$ cat src/core/tc_ctrl_pkg.sv
// Package of shared constants for the thermocouple measurement control block.
// Assumes every user writes package::name and imports nothing.
package tc_ctrl_pkg;

    // Register pointers of the two configuration registers.
    localparam logic [7:0] PTR_SENSOR_CFG = 8'h05;
    localparam logic [7:0] PTR_DEVICE_CFG = 8'h06;

    // Power-on values of both configuration registers.
    localparam logic [7:0] SENSOR_CFG_RESET = 8'h00;
    localparam logic [7:0] DEVICE_CFG_RESET = 8'h00;

    // Sensor configuration fields.
    localparam int TYPE_LSB = 4;
    localparam int TYPE_MSB = 6;
    localparam int COEF_LSB = 0;
    localparam int COEF_MSB = 2;
    localparam logic [7:0] SENSOR_CFG_WMASK = 8'h77;

    // Device configuration fields.
    localparam int CJ_RES_BIT = 7;
    localparam int ADC_RES_LSB = 5;
    localparam int ADC_RES_MSB = 6;
    localparam int BURST_LSB = 2;
    localparam int BURST_MSB = 4;
    localparam int MODE_LSB = 0;
    localparam int MODE_MSB = 1;

    // Power mode codes.
    localparam logic [1:0] MODE_NORMAL = 2'h0;
    localparam logic [1:0] MODE_SHUTDOWN = 2'h1;
    localparam logic [1:0] MODE_BURST = 2'h2;
    localparam logic [1:0] MODE_IGNORED = 2'h3;

    // Temperature words and alert limits.
    localparam int TEMP_W = 16;
    localparam int ALERT_N = 4;
    localparam logic [15:0] LIMIT_MASK = 16'hfffc;

    // Filter divider.
    localparam int DIV_STEPS = 18;
    localparam logic [4:0] DIV_LAST = 5'h11;

endpackage

$ cat src/core/ema_filter.sv
// Recursive exponential average filter for hot-junction samples.
// Assumes in_valid only while idle; clear may arrive at any time.
`timescale 1ns/100ps
module ema_filter (
    // Clock and reset.
    input wire logic sys_clk,
    input wire logic reset,
    // Control.
    input wire logic clear,
    input wire logic [2:0] coef,
    // Raw sample in.
    input wire logic in_valid,
    input wire logic [15:0] in_sample,
    // Filtered sample out.
    output logic out_valid,
    output logic [15:0] out_sample
);
    logic primed_q, primed_d;
    logic busy_q, busy_d;
    logic neg_q, neg_d;
    logic [4:0] step_q, step_d;
    logic [17:0] num_q, num_d;
    logic [9:0] rem_q, rem_d;
    logic [8:0] div_q, div_d;
    logic [15:0] y_q, y_d;
    logic valid_q, valid_d;
    logic [16:0] diff;
    logic [16:0] mag;
    logic [9:0] rem_sh;
    logic [17:0] y_ext;

    // The divide by 2^n+1 is done bit-serially; a sample takes 18 cycles,
    // which is far shorter than any conversion, so area wins over speed.
    always_comb begin
        primed_d = primed_q;
        busy_d = busy_q;
        neg_d = neg_q;
        step_d = step_q;
        num_d = num_q;
        rem_d = rem_q;
        div_d = div_q;
        y_d = y_q;
        valid_d = 1'b0;
        diff = {in_sample[15], in_sample} - {y_q[15], y_q};
        mag = diff[16] ? 17'(-diff) : diff;
        rem_sh = {rem_q[8:0], num_q[17]};
        y_ext = {{2{y_q[15]}}, y_q};
        if (clear) begin
            primed_d = 1'b0;
            busy_d = 1'b0;
        end else if (in_valid && !busy_q) begin
            if (coef == 3'h0 || !primed_q) begin
                y_d = in_sample;
                primed_d = 1'b1;
                valid_d = 1'b1;
            end else begin
                // Y + 2(X-Y)/(2^n+1) equals kX + (1-k)Y.
                busy_d = 1'b1;
                neg_d = diff[16];
                num_d = {mag, 1'b0};
                rem_d = 10'h000;
                step_d = 5'h00;
                div_d = 9'((9'h001 << coef) + 9'h001);
            end
        end else if (busy_q) begin
            num_d = {num_q[16:0], 1'b0};
            if (rem_sh >= {1'b0, div_q}) begin
                rem_d = rem_sh - {1'b0, div_q};
                num_d[0] = 1'b1;
            end else begin
                rem_d = rem_sh;
            end
            step_d = 5'(step_q + 5'h01);
            if (step_q == tc_ctrl_pkg::DIV_LAST) begin
                busy_d = 1'b0;
                valid_d = 1'b1;
                y_d = neg_q ? 16'(y_ext - num_d) : 16'(y_ext + num_d);
            end
        end
    end

    always_ff @(posedge sys_clk) begin
        if (reset) begin
            primed_q <= 1'b0;
            busy_q <= 1'b0;
            neg_q <= 1'b0;
            step_q <= 5'h00;
            num_q <= 18'h0_0000;
            rem_q <= 10'h000;
            div_q <= 9'h001;
            y_q <= 16'h0000;
            valid_q <= 1'b0;
        end else begin
            primed_q <= primed_d;
            busy_q <= busy_d;
            neg_q <= neg_d;
            step_q <= step_d;
            num_q <= num_d;
            rem_q <= rem_d;
            div_q <= div_d;
            y_q <= y_d;
            valid_q <= valid_d;
        end
    end

    assign out_valid = valid_q;
    assign out_sample = y_q;
endmodule // ema_filter

$ cat src/core/alert_compare.sv
// One alert status flag: compares a monitored temperature with its limit.
// Assumes the limit is a two's complement word whose two low bits do not exist.
`timescale 1ns/100ps
module alert_compare (
    // Clock and reset.
    input wire logic sys_clk,
    input wire logic reset,
    // Sample strobe and temperatures.
    input wire logic sample_valid,
    input wire logic [15:0] hot_temp,
    input wire logic [15:0] cold_temp,
    // Settings.
    input wire logic monitor_cold,
    input wire logic [15:0] limit,
    // Status.
    output logic status
);
    logic status_q, status_d;
    logic signed [15:0] t_x;
    logic signed [15:0] lim;

    always_comb begin
        t_x = monitor_cold ? cold_temp : hot_temp;
        lim = limit & tc_ctrl_pkg::LIMIT_MASK;
        status_d = status_q;
        if (sample_valid) begin
            status_d = (t_x > lim);
        end
    end

    always_ff @(posedge sys_clk) begin
        if (reset) begin
            status_q <= 1'b0;
        end else begin
            status_q <= status_d;
        end
    end

    assign status = status_q;
endmodule // alert_compare

$ cat src/core/tc_measure_ctrl.sv
// Measurement control of a thermocouple converter: configuration registers,
// power modes, burst sequencing, hot-junction filtering and alert status.
// Assumes a serial bus engine drives the register port and a converter
// answers each conv_start with one conv_done pulse carrying a raw sample.
//
// How it works
// - Sensor config bits 6-4 pick thermocouple type K,J,T,N,S,E,B,R.
// - Sensor config bits 2-0 set filter coefficient n; zero bypasses filtering.
// - Filtered output is k*X + (1-k)*Yprev with k = 2/(2^n+1).
// - Any write to sensor config discards the previous filtered value.
// - Raw hot-junction sample feeds the filter; its output is the reported value.
// - Device config bit 7 picks cold-junction step, 0.0625 or 0.25 degrees.
// - Device config bits 6-5 pick 18, 16, 14 or 12 bit conversion.
// - Resolution changes take effect only when the next measurement starts.
// - Bits 1-0: normal, shutdown, burst; code 11 changes nothing.
// - Shutdown stops conversions and power-consuming activity until mode changes.
// - All registers stay readable and writable during shutdown.
// - Burst takes 2^code samples from bits 4-2, then enters shutdown.
// - Each burst sample is compared with the alert limits.
// - With filtering on, burst alerts compare the filtered value.
// - Sensor config bits 7 and 3 read zero and ignore writes.
// - Alert flag is one when the monitored temperature exceeds its limit.
`timescale 1ns/100ps
module tc_measure_ctrl (
    // Clock and reset.
    input wire logic sys_clk,
    input wire logic reset,
    // Register port from the serial bus engine.
    input wire logic reg_wr,
    input wire logic [7:0] reg_ptr,
    input wire logic [7:0] reg_wdata,
    output logic [7:0] reg_rdata,
    // Converter control and results.
    output logic adc_power_en,
    output logic conv_start,
    output logic [1:0] conv_res,
    output logic cj_res,
    output logic [2:0] tc_type,
    input wire logic conv_done,
    input wire logic [15:0] conv_hot_raw,
    input wire logic [15:0] cold_temp,
    // Alert limits and monitor selection, alert n in bits 16n+15..16n.
    input wire logic [63:0] alert_limits,
    input wire logic [3:0] alert_monitor_cold,
    output logic [3:0] alert_status,
    // Reported hot-junction temperature.
    output logic [15:0] hot_temp,
    output logic hot_valid,
    output logic burst_active
);
    typedef enum logic [2:0] {
        ST_IDLE,
        ST_START,
        ST_CONVERT,
        ST_FILTER,
        ST_NEXT
    } state_t;

    state_t state_q, state_d;
    logic [7:0] sensor_cfg_q, sensor_cfg_d;
    logic [7:0] dev_cfg_q, dev_cfg_d;
    logic [1:0] mode_q, mode_d;
    logic [7:0] burst_left_q, burst_left_d;
    logic burst_q, burst_d;
    logic [1:0] conv_res_q, conv_res_d;
    logic cj_res_q, cj_res_d;
    logic [2:0] tc_type_q, tc_type_d;
    logic start_q, start_d;
    logic [15:0] hot_q, hot_d;
    logic hot_valid_q, hot_valid_d;
    logic [7:0] rdata_q, rdata_d;
    logic wr_sensor;
    logic wr_device;
    logic [1:0] wr_mode;
    logic filt_valid;
    logic [15:0] filt_sample;

    assign wr_sensor = reg_wr && (reg_ptr == tc_ctrl_pkg::PTR_SENSOR_CFG);
    assign wr_device = reg_wr && (reg_ptr == tc_ctrl_pkg::PTR_DEVICE_CFG);
    assign wr_mode = reg_wdata[tc_ctrl_pkg::MODE_MSB:tc_ctrl_pkg::MODE_LSB];

    // Register file. The port is served in every state, shutdown included.
    always_comb begin
        sensor_cfg_d = sensor_cfg_q;
        dev_cfg_d = dev_cfg_q;
        mode_d = mode_q;
        rdata_d = 8'h00;
        if (wr_sensor) begin
            sensor_cfg_d = reg_wdata & tc_ctrl_pkg::SENSOR_CFG_WMASK;
        end
        if (wr_device) begin
            dev_cfg_d = reg_wdata;
            if (wr_mode != tc_ctrl_pkg::MODE_IGNORED) begin
                mode_d = wr_mode;
            end
        end else if (burst_q && state_q == ST_NEXT && burst_left_q == 8'h01) begin
            // The last burst sample drops the device into shutdown, and the
            // mode field shows it so software can poll for the end.
            mode_d = tc_ctrl_pkg::MODE_SHUTDOWN;
            dev_cfg_d[tc_ctrl_pkg::MODE_MSB:tc_ctrl_pkg::MODE_LSB] =
                tc_ctrl_pkg::MODE_SHUTDOWN;
        end
        unique case (reg_ptr)
            tc_ctrl_pkg::PTR_SENSOR_CFG: rdata_d = sensor_cfg_q;
            tc_ctrl_pkg::PTR_DEVICE_CFG: rdata_d = dev_cfg_q;
            default: rdata_d = 8'h00;
        endcase
    end

    always_ff @(posedge sys_clk) begin
        if (reset) begin
            sensor_cfg_q <= tc_ctrl_pkg::SENSOR_CFG_RESET;
            dev_cfg_q <= tc_ctrl_pkg::DEVICE_CFG_RESET;
            mode_q <= tc_ctrl_pkg::MODE_NORMAL;
            rdata_q <= 8'h00;
        end else begin
            sensor_cfg_q <= sensor_cfg_d;
            dev_cfg_q <= dev_cfg_d;
            mode_q <= mode_d;
            rdata_q <= rdata_d;
        end
    end

    // Measurement sequencer. A mode change lets a conversion in flight finish
    // rather than leave the converter in an undefined half-done state.
    always_comb begin
        state_d = state_q;
        burst_left_d = burst_left_q;
        burst_d = burst_q;
        conv_res_d = conv_res_q;
        cj_res_d = cj_res_q;
        tc_type_d = tc_type_q;
        start_d = 1'b0;
        hot_d = hot_q;
        hot_valid_d = 1'b0;
        if (wr_device && wr_mode == tc_ctrl_pkg::MODE_BURST) begin
            burst_d = 1'b1;
            burst_left_d = 8'(8'h01 <<
                reg_wdata[tc_ctrl_pkg::BURST_MSB:tc_ctrl_pkg::BURST_LSB]);
        end else if (wr_device && wr_mode != tc_ctrl_pkg::MODE_IGNORED) begin
            burst_d = 1'b0;
        end
        unique case (state_q)
            ST_IDLE: begin
                // The mode being written this cycle decides, so a shutdown
                // written while idle never lets one more conversion slip out.
                if (mode_d == tc_ctrl_pkg::MODE_NORMAL ||
                    (mode_d == tc_ctrl_pkg::MODE_BURST && burst_d)) begin
                    state_d = ST_START;
                end
            end
            ST_START: begin
                // Resolution and type are sampled only here.
                conv_res_d = dev_cfg_q[tc_ctrl_pkg::ADC_RES_MSB:tc_ctrl_pkg::ADC_RES_LSB];
                cj_res_d = dev_cfg_q[tc_ctrl_pkg::CJ_RES_BIT];
                tc_type_d = sensor_cfg_q[tc_ctrl_pkg::TYPE_MSB:tc_ctrl_pkg::TYPE_LSB];
                start_d = 1'b1;
                state_d = ST_CONVERT;
            end
            ST_CONVERT: begin
                if (conv_done) begin
                    state_d = ST_FILTER;
                end
            end
            ST_FILTER: begin
                if (wr_sensor) begin
                    // The filter dropped this sample with its history.
                    state_d = ST_NEXT;
                end else if (filt_valid) begin
                    hot_d = filt_sample;
                    hot_valid_d = 1'b1;
                    state_d = ST_NEXT;
                end
            end
            ST_NEXT: begin
                if (burst_q && !(wr_device && wr_mode == tc_ctrl_pkg::MODE_BURST)) begin
                    burst_left_d = 8'(burst_left_q - 8'h01);
                    if (burst_left_q == 8'h01) begin
                        burst_d = 1'b0;
                    end
                end
                state_d = ST_IDLE;
            end
            default: state_d = ST_IDLE;
        endcase
    end

    always_ff @(posedge sys_clk) begin
        if (reset) begin
            state_q <= ST_IDLE;
            burst_left_q <= 8'h00;
            burst_q <= 1'b0;
            conv_res_q <= 2'h0;
            cj_res_q <= 1'b0;
            tc_type_q <= 3'h0;
            start_q <= 1'b0;
            hot_q <= 16'h0000;
            hot_valid_q <= 1'b0;
        end else begin
            state_q <= state_d;
            burst_left_q <= burst_left_d;
            burst_q <= burst_d;
            conv_res_q <= conv_res_d;
            cj_res_q <= cj_res_d;
            tc_type_q <= tc_type_d;
            start_q <= start_d;
            hot_q <= hot_d;
            hot_valid_q <= hot_valid_d;
        end
    end

    ema_filter u_filter (
        .sys_clk(sys_clk),
        .reset(reset),
        .clear(wr_sensor),
        .coef(sensor_cfg_q[tc_ctrl_pkg::COEF_MSB:tc_ctrl_pkg::COEF_LSB]),
        .in_valid(state_q == ST_CONVERT && conv_done),
        .in_sample(conv_hot_raw),
        .out_valid(filt_valid),
        .out_sample(filt_sample)
    );

    // Alerts are judged at each sample on the reported, filtered value, or on cold_temp where alert_monitor_cold is set.
    for (genvar i = 0; i < tc_ctrl_pkg::ALERT_N; i++) begin : g_alert
        alert_compare u_alert (
            .sys_clk(sys_clk),
            .reset(reset),
            .sample_valid(hot_valid_q),
            .hot_temp(hot_q),
            .cold_temp(cold_temp),
            .monitor_cold(alert_monitor_cold[i]),
            .limit(alert_limits[16*i +: 16]),
            .status(alert_status[i])
        );
    end

    // The converter is powered only while a measurement is under way.
    assign adc_power_en = (state_q != ST_IDLE);
    assign conv_start = start_q;
    assign conv_res = conv_res_q;
    assign cj_res = cj_res_q;
    assign tc_type = tc_type_q;
    assign hot_temp = hot_q;
    assign hot_valid = hot_valid_q;
    assign burst_active = burst_q;
    assign reg_rdata = rdata_q;
endmodule // tc_measure_ctrl

$ cat config.mk
export PLATFORM = sky130hd
export DESIGN_NAME = tc_measure_ctrl
export DESIGN_NICKNAME = d
export VERILOG_FILES = /design/src/core/tc_ctrl_pkg.sv /design/src/core/ema_filter.sv /design/src/core/alert_compare.sv /design/src/core/tc_measure_ctrl.sv
export SDC_FILE = /design/constraint.sdc
export NUM_CORES = 1
export LEC_CHECK = 0
export ABC_AREA = 1
export BUFFER_PORTS_ARGS = -buffer_cell sky130_fd_sc_hd__clkbuf_2
export CORE_ASPECT_RATIO = 1.25
export CORE_MARGIN = 2
export CORE_UTILIZATION = 59
export CTS_BUF_LIST = sky130_fd_sc_hd__clkbuf_8 sky130_fd_sc_hd__clkbuf_16
export DETAILED_ROUTE_END_ITERATION = 10
export GPL_TIMING_DRIVEN = 0
export MAX_ROUTING_LAYER = met4
export PLACE_DENSITY = 0.87
export SKIP_CTS_REPAIR_TIMING = 1
export SLEW_MARGIN = 10
export SYNTH_ARGS = -nofsm -noshare
export SYNTH_HDL_FRONTEND = slang
export SYNTH_SLANG_ARGS = --single-unit
$ cat constraint.sdc
create_clock -name sys_clk -period 4.51 [get_ports sys_clk]
set_clock_uncertainty 0.15 [all_clocks]
set_input_delay 1.1275 -clock sys_clk [delete_from_list [all_inputs] [get_ports sys_clk]]
set_output_delay 1.1275 -clock sys_clk [all_outputs]
set_load 0.01 [all_outputs]
# After elaboration in Yosys (flattened, before gate mapping)
# Index checks and enable logic that the tools add are counted.
totals:
  in_bits: 120
  register_bits: 125
  out_inout_bits: 38
  wordCells: 144
classes:
  n_mux: 53
  eq_ne: 16
  n_reduce_logical: 30
  n_bitwise: 3
  shifts: 2
  order_cmp: 5
  addsub: 8
ops:
  columns: ["operator", "n"]
  rows:
  - ["16-bit two-way mux", 9]
  - ["16-bit greater-than comparator", 4]
  - ["18-bit two-way mux", 3]
  - ["9-bit two-way mux", 4]
  - ["8-bit two-way mux", 3]
  - ["1-bit two-way mux", 19]
  - ["17-bit two-way mux", 1]
  - ["17-bit negation", 1]
  - ["16-bit by 16-bit subtractor with 17-bit output", 1]
  - ["16-bit adder", 1]
  - ["8-bit by 3-bit equality test with 1-bit output (second input constant)", 2]
  - ["8-bit case mux with 2 select lines", 1]
  - ["16-bit subtractor", 1]
  - ["5-bit two-way mux", 3]
  - ["3-bit two-way mux", 4]
  - ["3-bit case mux with 4 select lines", 1]
  - ["3-bit AND reduction", 4]
  - ["10-bit by 9-bit greater-or-equal comparator with 1-bit output", 1]
  - ["1-bit logical AND", 10]
  - ["2-bit two-way mux", 5]
  - ["2-bit inequality test (second input constant)", 5]
  - ["9-bit by 1-bit adder with 9-bit output (second input constant)", 1]
  - ["1-bit by 3-bit << shifter with 9-bit output (first input constant)", 1]
  - ["9-bit subtractor", 1]
  - ["21 further kinds", 31]

# Longest topological paths before layout
logic_depth:
  depth_word: 10
  depth_mapped: 30
  mapped_depth_nobuf: 30

# Modules after synthesis
# Synthesis repeated with hierarchy kept, for this count alone.
hier_totals:
  hier_cells: 1734
  area_unflattened_um2: 10831.6
modules_own_cells:
  columns: ["mod", "n_inst", "cells_each", "seq_area_each_um2", "area_per_inst_um2"]
  rows:
  - ["ema_filter", 1, 882, 1221.2, 5552.8]
  - ["alert_compare", 4, 128, 20.0, 668.1]
  - ["tc_measure_ctrl", 1, 340, 1201.2, 2606.2]

# Worst setup path after synthesis
# OpenSTA, ideal clock, no wires.
synth_timing:
  kind: "flip-flop to flip-flop"
  startpoint: "register u_filter.num_q[17]"
  endpoint: "register u_filter.y_q[9], in the netlist u_filter.out_sample[9]"
  setup_ns: 0.132
  path_slack_ns: 0.666
  synth_period_minus_slack_ns: 3.844
  path_stages_with_launch: 26
  path_buffers: 0
  arrival_time_ns: 3.562
  required_time_ns: 4.228
  path_cell_list: "dfxtp_1 inv_1 ha_1 fa_1 o21ai_0 nand2_1 nand2_1 nand2_1 nand2_1 inv_1 ha_1 inv_1 nor2_1 a21oi_1 xor2_1 inv_1 ha_1 inv_1 o21bai_1 a21oi_1 o21ai_0 nand2_1 o21ai_0 xor2_1 o21ai_0 a21oi_1"
synth_via:
  elab_chain_len: 10
  elab_cells_between_ends: 11
  cone_classes: "add/sub (2); order compare (1); mux (8)"
synth_rtl:
  columns: ["element", "line", "rtl"]
  rows:
  - ["start, declared", "ema_filter.sv:22", "logic [17:0] num_q, num_d;"]
  - ["start signal, assigned", "ema_filter.sv:98", "num_q <= num_d;"]
  - ["10-bit by 9-bit greater-or-equal comparator with 1-bit output (*)", "ema_filter.sv:67", "if (rem_sh >= {1'b0, div_q}) begin"]
  - ["1-bit two-way mux (*)", "ema_filter.sv:67", null]
  - ["1-bit two-way mux (*)", "ema_filter.sv:65", "end else if (busy_q) begin"]
  - ["1-bit two-way mux (*)", "ema_filter.sv:51", "end else if (in_valid && !busy_q) begin"]
  - ["1-bit two-way mux (*)", "ema_filter.sv:48", "if (clear) begin"]
  - ["16-bit adder / 16-bit subtractor (equally long branches)", "ema_filter.sv:77", "y_d = neg_q ? 16'(y_ext - num_d) : 16'(y_ext + num_d);"]
  - ["16-bit two-way mux (*)", "ema_filter.sv:77", null]
  - ["16-bit two-way mux (*)", "ema_filter.sv:74", "if (step_q == tc_ctrl_pkg::DIV_LAST) begin"]
  - ["16-bit two-way mux (*)", "ema_filter.sv:65", null]
  - ["16-bit two-way mux (*)", "ema_filter.sv:51", null]
  - ["end signal, assigned", "ema_filter.sv:101", "y_q <= y_d;"]
  - ["end, declared", "ema_filter.sv:25", "logic [15:0] y_q, y_d;"]
# Every way passes the cells marked *; elsewhere a longest branch is shown, timed or not. The select of a mux whose other input is x is not followed.
# A chain may end at the register's enable or synchronous reset.

# Final worst setup path
# Same ends and word-level chain as after synthesis.

==> results.sh <==
export IMPL_h_tree_depth=4
export IMPL_critPathTopFamily="compound AO/OA/AOI/OAI gates"
export IMPL_crit_arrival_ps=4460
export IMPL_cts_buffer_depth=2
export IMPL_first_global_vias=10952
export IMPL_rows=54
export IMPL_core_area_um2=17300
export IMPL_routed_via_count=11465
export IMPL_antenna_found_initial=0
export IMPL_io_pins=158
export IMPL_hold_path_class="reg -> reg"
export IMPL_leakage_nw=5.85
export IMPL_layout_common_cells="nand2_1 (353), inv_1 (249), a21oi_1 (187), o21ai_0 (155), clkbuf_2 (148)"
export IMPL_p_int_mw=2.75
export IMPL_antenna_left=0
export IMPL_dp_hpwl_mm=24.7
export IMPL_min_period_ps=4260
export IMPL_syn_area_um2=10300
export IMPL_worst_slew_pin_slew_ps=800
export IMPL_seqPwrFrac=0.247
export IMPL_synth_seq_cells=125
export IMPL_start_util=0.596
export IMPL_dp_cells=1969
export IMPL_drt_pass1_iter_count=7
export IMPL_fp_dieH_um=152
export IMPL_routabilityCongestion=1.04
export IMPL_cpMaxStageDelayCell="o21ai_0"
export IMPL_area_delta_synth_final_pct=17.0
export IMPL_nets=2000
export IMPL_cts_buffers=17
export IMPL_cp_slowest_stage_delay_ps=400
export IMPL_clkSinkCount=125
export IMPL_fin_cells=2011
export IMPL_root_buffer="clkbuf_16"
export IMPL_first_iter_violations=959
export IMPL_io_buffers=148
export IMPL_setup_violations=0
export IMPL_final_common_cell="nand2_1"
export IMPL_grt_pass1_wl_mm=50.4
export IMPL_total_power_mw=4.81
export IMPL_p_sw_frac=0.428
export IMPL_status="complete, no violations"
export IMPL_clkTransAtPathRegs_ps=60
export IMPL_yosys_warnings=0
export IMPL_avgSynthCellArea_um2=6.46
export IMPL_power_frac_comb=0.484
export IMPL_grt_max_degree=17
export IMPL_drt_vias_per_instance=5.70
export IMPL_cts_tree="done"
export IMPL_syn_inst=1597
export IMPL_r2r_setup_slack_ps=250
export IMPL_antenna_cells=0
export IMPL_timing_final_max_slew_violations=0
export IMPL_clkLatencyLatePin_ps=430
export IMPL_n_fill_cell=1533
export IMPL_relSlewSlack=0.463
export IMPL_p_sw_mw=2.06
export IMPL_synthDistinctLibCells=55
export IMPL_drive_gt1_frac=0.148
export IMPL_power_density_nw_per_um2=399
export IMPL_max_cap_viol_count=0
export IMPL_drcViolationCount=0
export IMPL_syn_num_nets=1823
export IMPL_cp_end_kind="register"
export IMPL_die_w_um=122
export IMPL_synth_edf_count=0
export IMPL_hold_viol=0
export IMPL_power_frac_clock=0.269
export IMPL_wl_per_cell_um=15.6
export IMPL_fmax_ghz=0.235
export IMPL_grt_ovfl_total=0
export IMPL_async_reset_ff_frac=0
export IMPL_fin_crit_sh=0.944
export IMPL_grtUsageTotal=0.345
export IMPL_worstPathMaxFanout=4
export IMPL_synth_ff_type="dfxtp_1"
export IMPL_crit_required_ps=4710
export IMPL_ir_drop_v=0.000290
export IMPL_synth_seq_area_share=0.243
export IMPL_worstSetupStartpointType="register"
export IMPL_path_class="reg -> reg"
export IMPL_routed_wl_mm=31.4
export IMPL_timing_critical_path_buf_inv=5
export IMPL_die_area_um2=18600
metal layers:
| layer | routed length (um) | share of wire | up-vias | GRT usage |
|---|---|---|---|---|
| met4 | 1790 | 0.057 | 0 | 0.205 |
| met5 | 0 | 0 | - | - |
| met2 | 15300 | 0.49 | 481 | 0.581 |
| met3 | 1920 | 0.061 | 131 | 0.0390 |
| li1 | - | - | 5648 | - |
| met1 | 12300 | 0.39 | 5205 | 0.388 |
area by class of cell:
cell class,count,area [um^2],area share
Timing Repair Buffer,158,816,0.0676
Buffer,56,299,0.0248
Clock inverter,14,121,0.0101
Clock buffer,18,439,0.0364
Sequential cell,125,2500,0.207
Tap cell,224,280,0.0232
Inverter,255,957,0.0793
Multi-Input combinational cell,1161,6660,0.551
final timing paths:
kind                       from  cells past startpoint                      to
min                dev_cfg_q[3]                      2            reg_rdata[3]
max reg2reg  u_filter.num_q[17]                     25  u_filter.out_sample[9]
min reg2reg        dev_cfg_q[3]                      2            reg_rdata[3]
max          u_filter.num_q[17]                     25  u_filter.out_sample[9]
Yosys cell counts, types with 2 or more instances:
| cell type | number | area share |
|---|---|---|
| fa_1 | 3 | 0.0058 |
| nor2_1 | 83 | 0.030 |
| buf_2 | 8 | 0.0039 |
| or2_2 | 5 | 0.0030 |
| nand3b_1 | 3 | 0.0022 |
| o221ai_1 | 5 | 0.0042 |
| inv_2 | 5 | 0.0018 |
| o21ai_1 | 2 | 0.00097 |
| a221oi_2 | 3 | 0.0044 |
| nand2_1 | 358 | 0.13 |
| xor2_1 | 26 | 0.022 |
| a21oi_1 | 190 | 0.092 |
| inv_1 | 249 | 0.091 |
| a21o_1 | 2 | 0.0015 |
| nand3_1 | 86 | 0.042 |
| clkbuf_1 | 33 | 0.012 |
| buf_4 | 8 | 0.0058 |
| nor3_1 | 25 | 0.012 |
| buf_6 | 5 | 0.0055 |
| nor3b_2 | 2 | 0.0024 |
| nand4_1 | 27 | 0.016 |
| o21ai_0 | 158 | 0.077 |
| ha_1 | 103 | 0.12 |
| o2111ai_1 | 3 | 0.0025 |
| nand3_2 | 4 | 0.0039 |
| a221oi_1 | 4 | 0.0034 |
| xnor2_1 | 14 | 0.012 |
| dfxtp_1 | 125 | 0.24 |
| o211ai_1 | 6 | 0.0044 |
| a31oi_1 | 5 | 0.0030 |
| o21a_1 | 4 | 0.0029 |
| nand2_2 | 3 | 0.0018 |
| o31ai_1 | 3 | 0.0022 |
| nor4_1 | 4 | 0.0024 |
| and2_1 | 2 | 0.0012 |
| o21bai_1 | 5 | 0.0036 |
| a211oi_1 | 3 | 0.0022 |
| o22ai_1 | 6 | 0.0036 |
power groups by stage:
stage | registers (mW) | logic [mW] | clock network (mW)
floorplan | 1.20 | 1.52 | 0
global placement | 1.21 | 2.03 | 0
detailed placement | 1.21 | 2.07 | 0
CTS | 1.18 | 2.10 | 1.30
global route | 1.19 | 2.57 | 1.35
finish | 1.19 | 2.33 | 1.29
cells by family after synthesis:
kind of cell / share of synthesized area
DFF: 0.243
and+or+nand+nor: 0.258
xor gates and xnor gates: 0.0340
buffers and inverters: 0.122
AOI/OAI and AO/OA: 0.213
adders and majority gates: 0.131
registers in the layout, summed over array words and instances (netlist names), 2 cells and up:
register                cells
dev_cfg_q                   8
mode_q                      2
reg_rdata                   8
u_filter.out_sample        16
u_filter.div_q              9
u_filter.step_q             5
hot_temp                   16
u_filter.rem_q              9
conv_res                    2
state_q                     3
tc_type                     3
g_alert.u_alert.status      4
u_filter.num_q             18
sensor_cfg_q                6
burst_left_q                8
tightest hold or removal path: stages (launching register included):
cell and delay (ps):
dfxtp_1 300, inv_1 60, nor3_1 50
through the flow:
stage | TNS [ps] | util | hold slack (ps) | instance area [um^2] | worst slack [ps]
floorplan | 0 | - | 272 | 10300 | 666
global placement | -26.4 | 0.655 | 284 | 11300 | -26.4
detailed placement | -170 | 0.655 | 289 | 11300 | -158
CTS | -449 | 0.688 | 298 | 11900 | -252
global route | -70.1 | 0.698 | 314 | 12100 | -58.9
finish | 0 | 0.698 | 301 | 12100 | 251
Power figures use the tool's default switching activity.
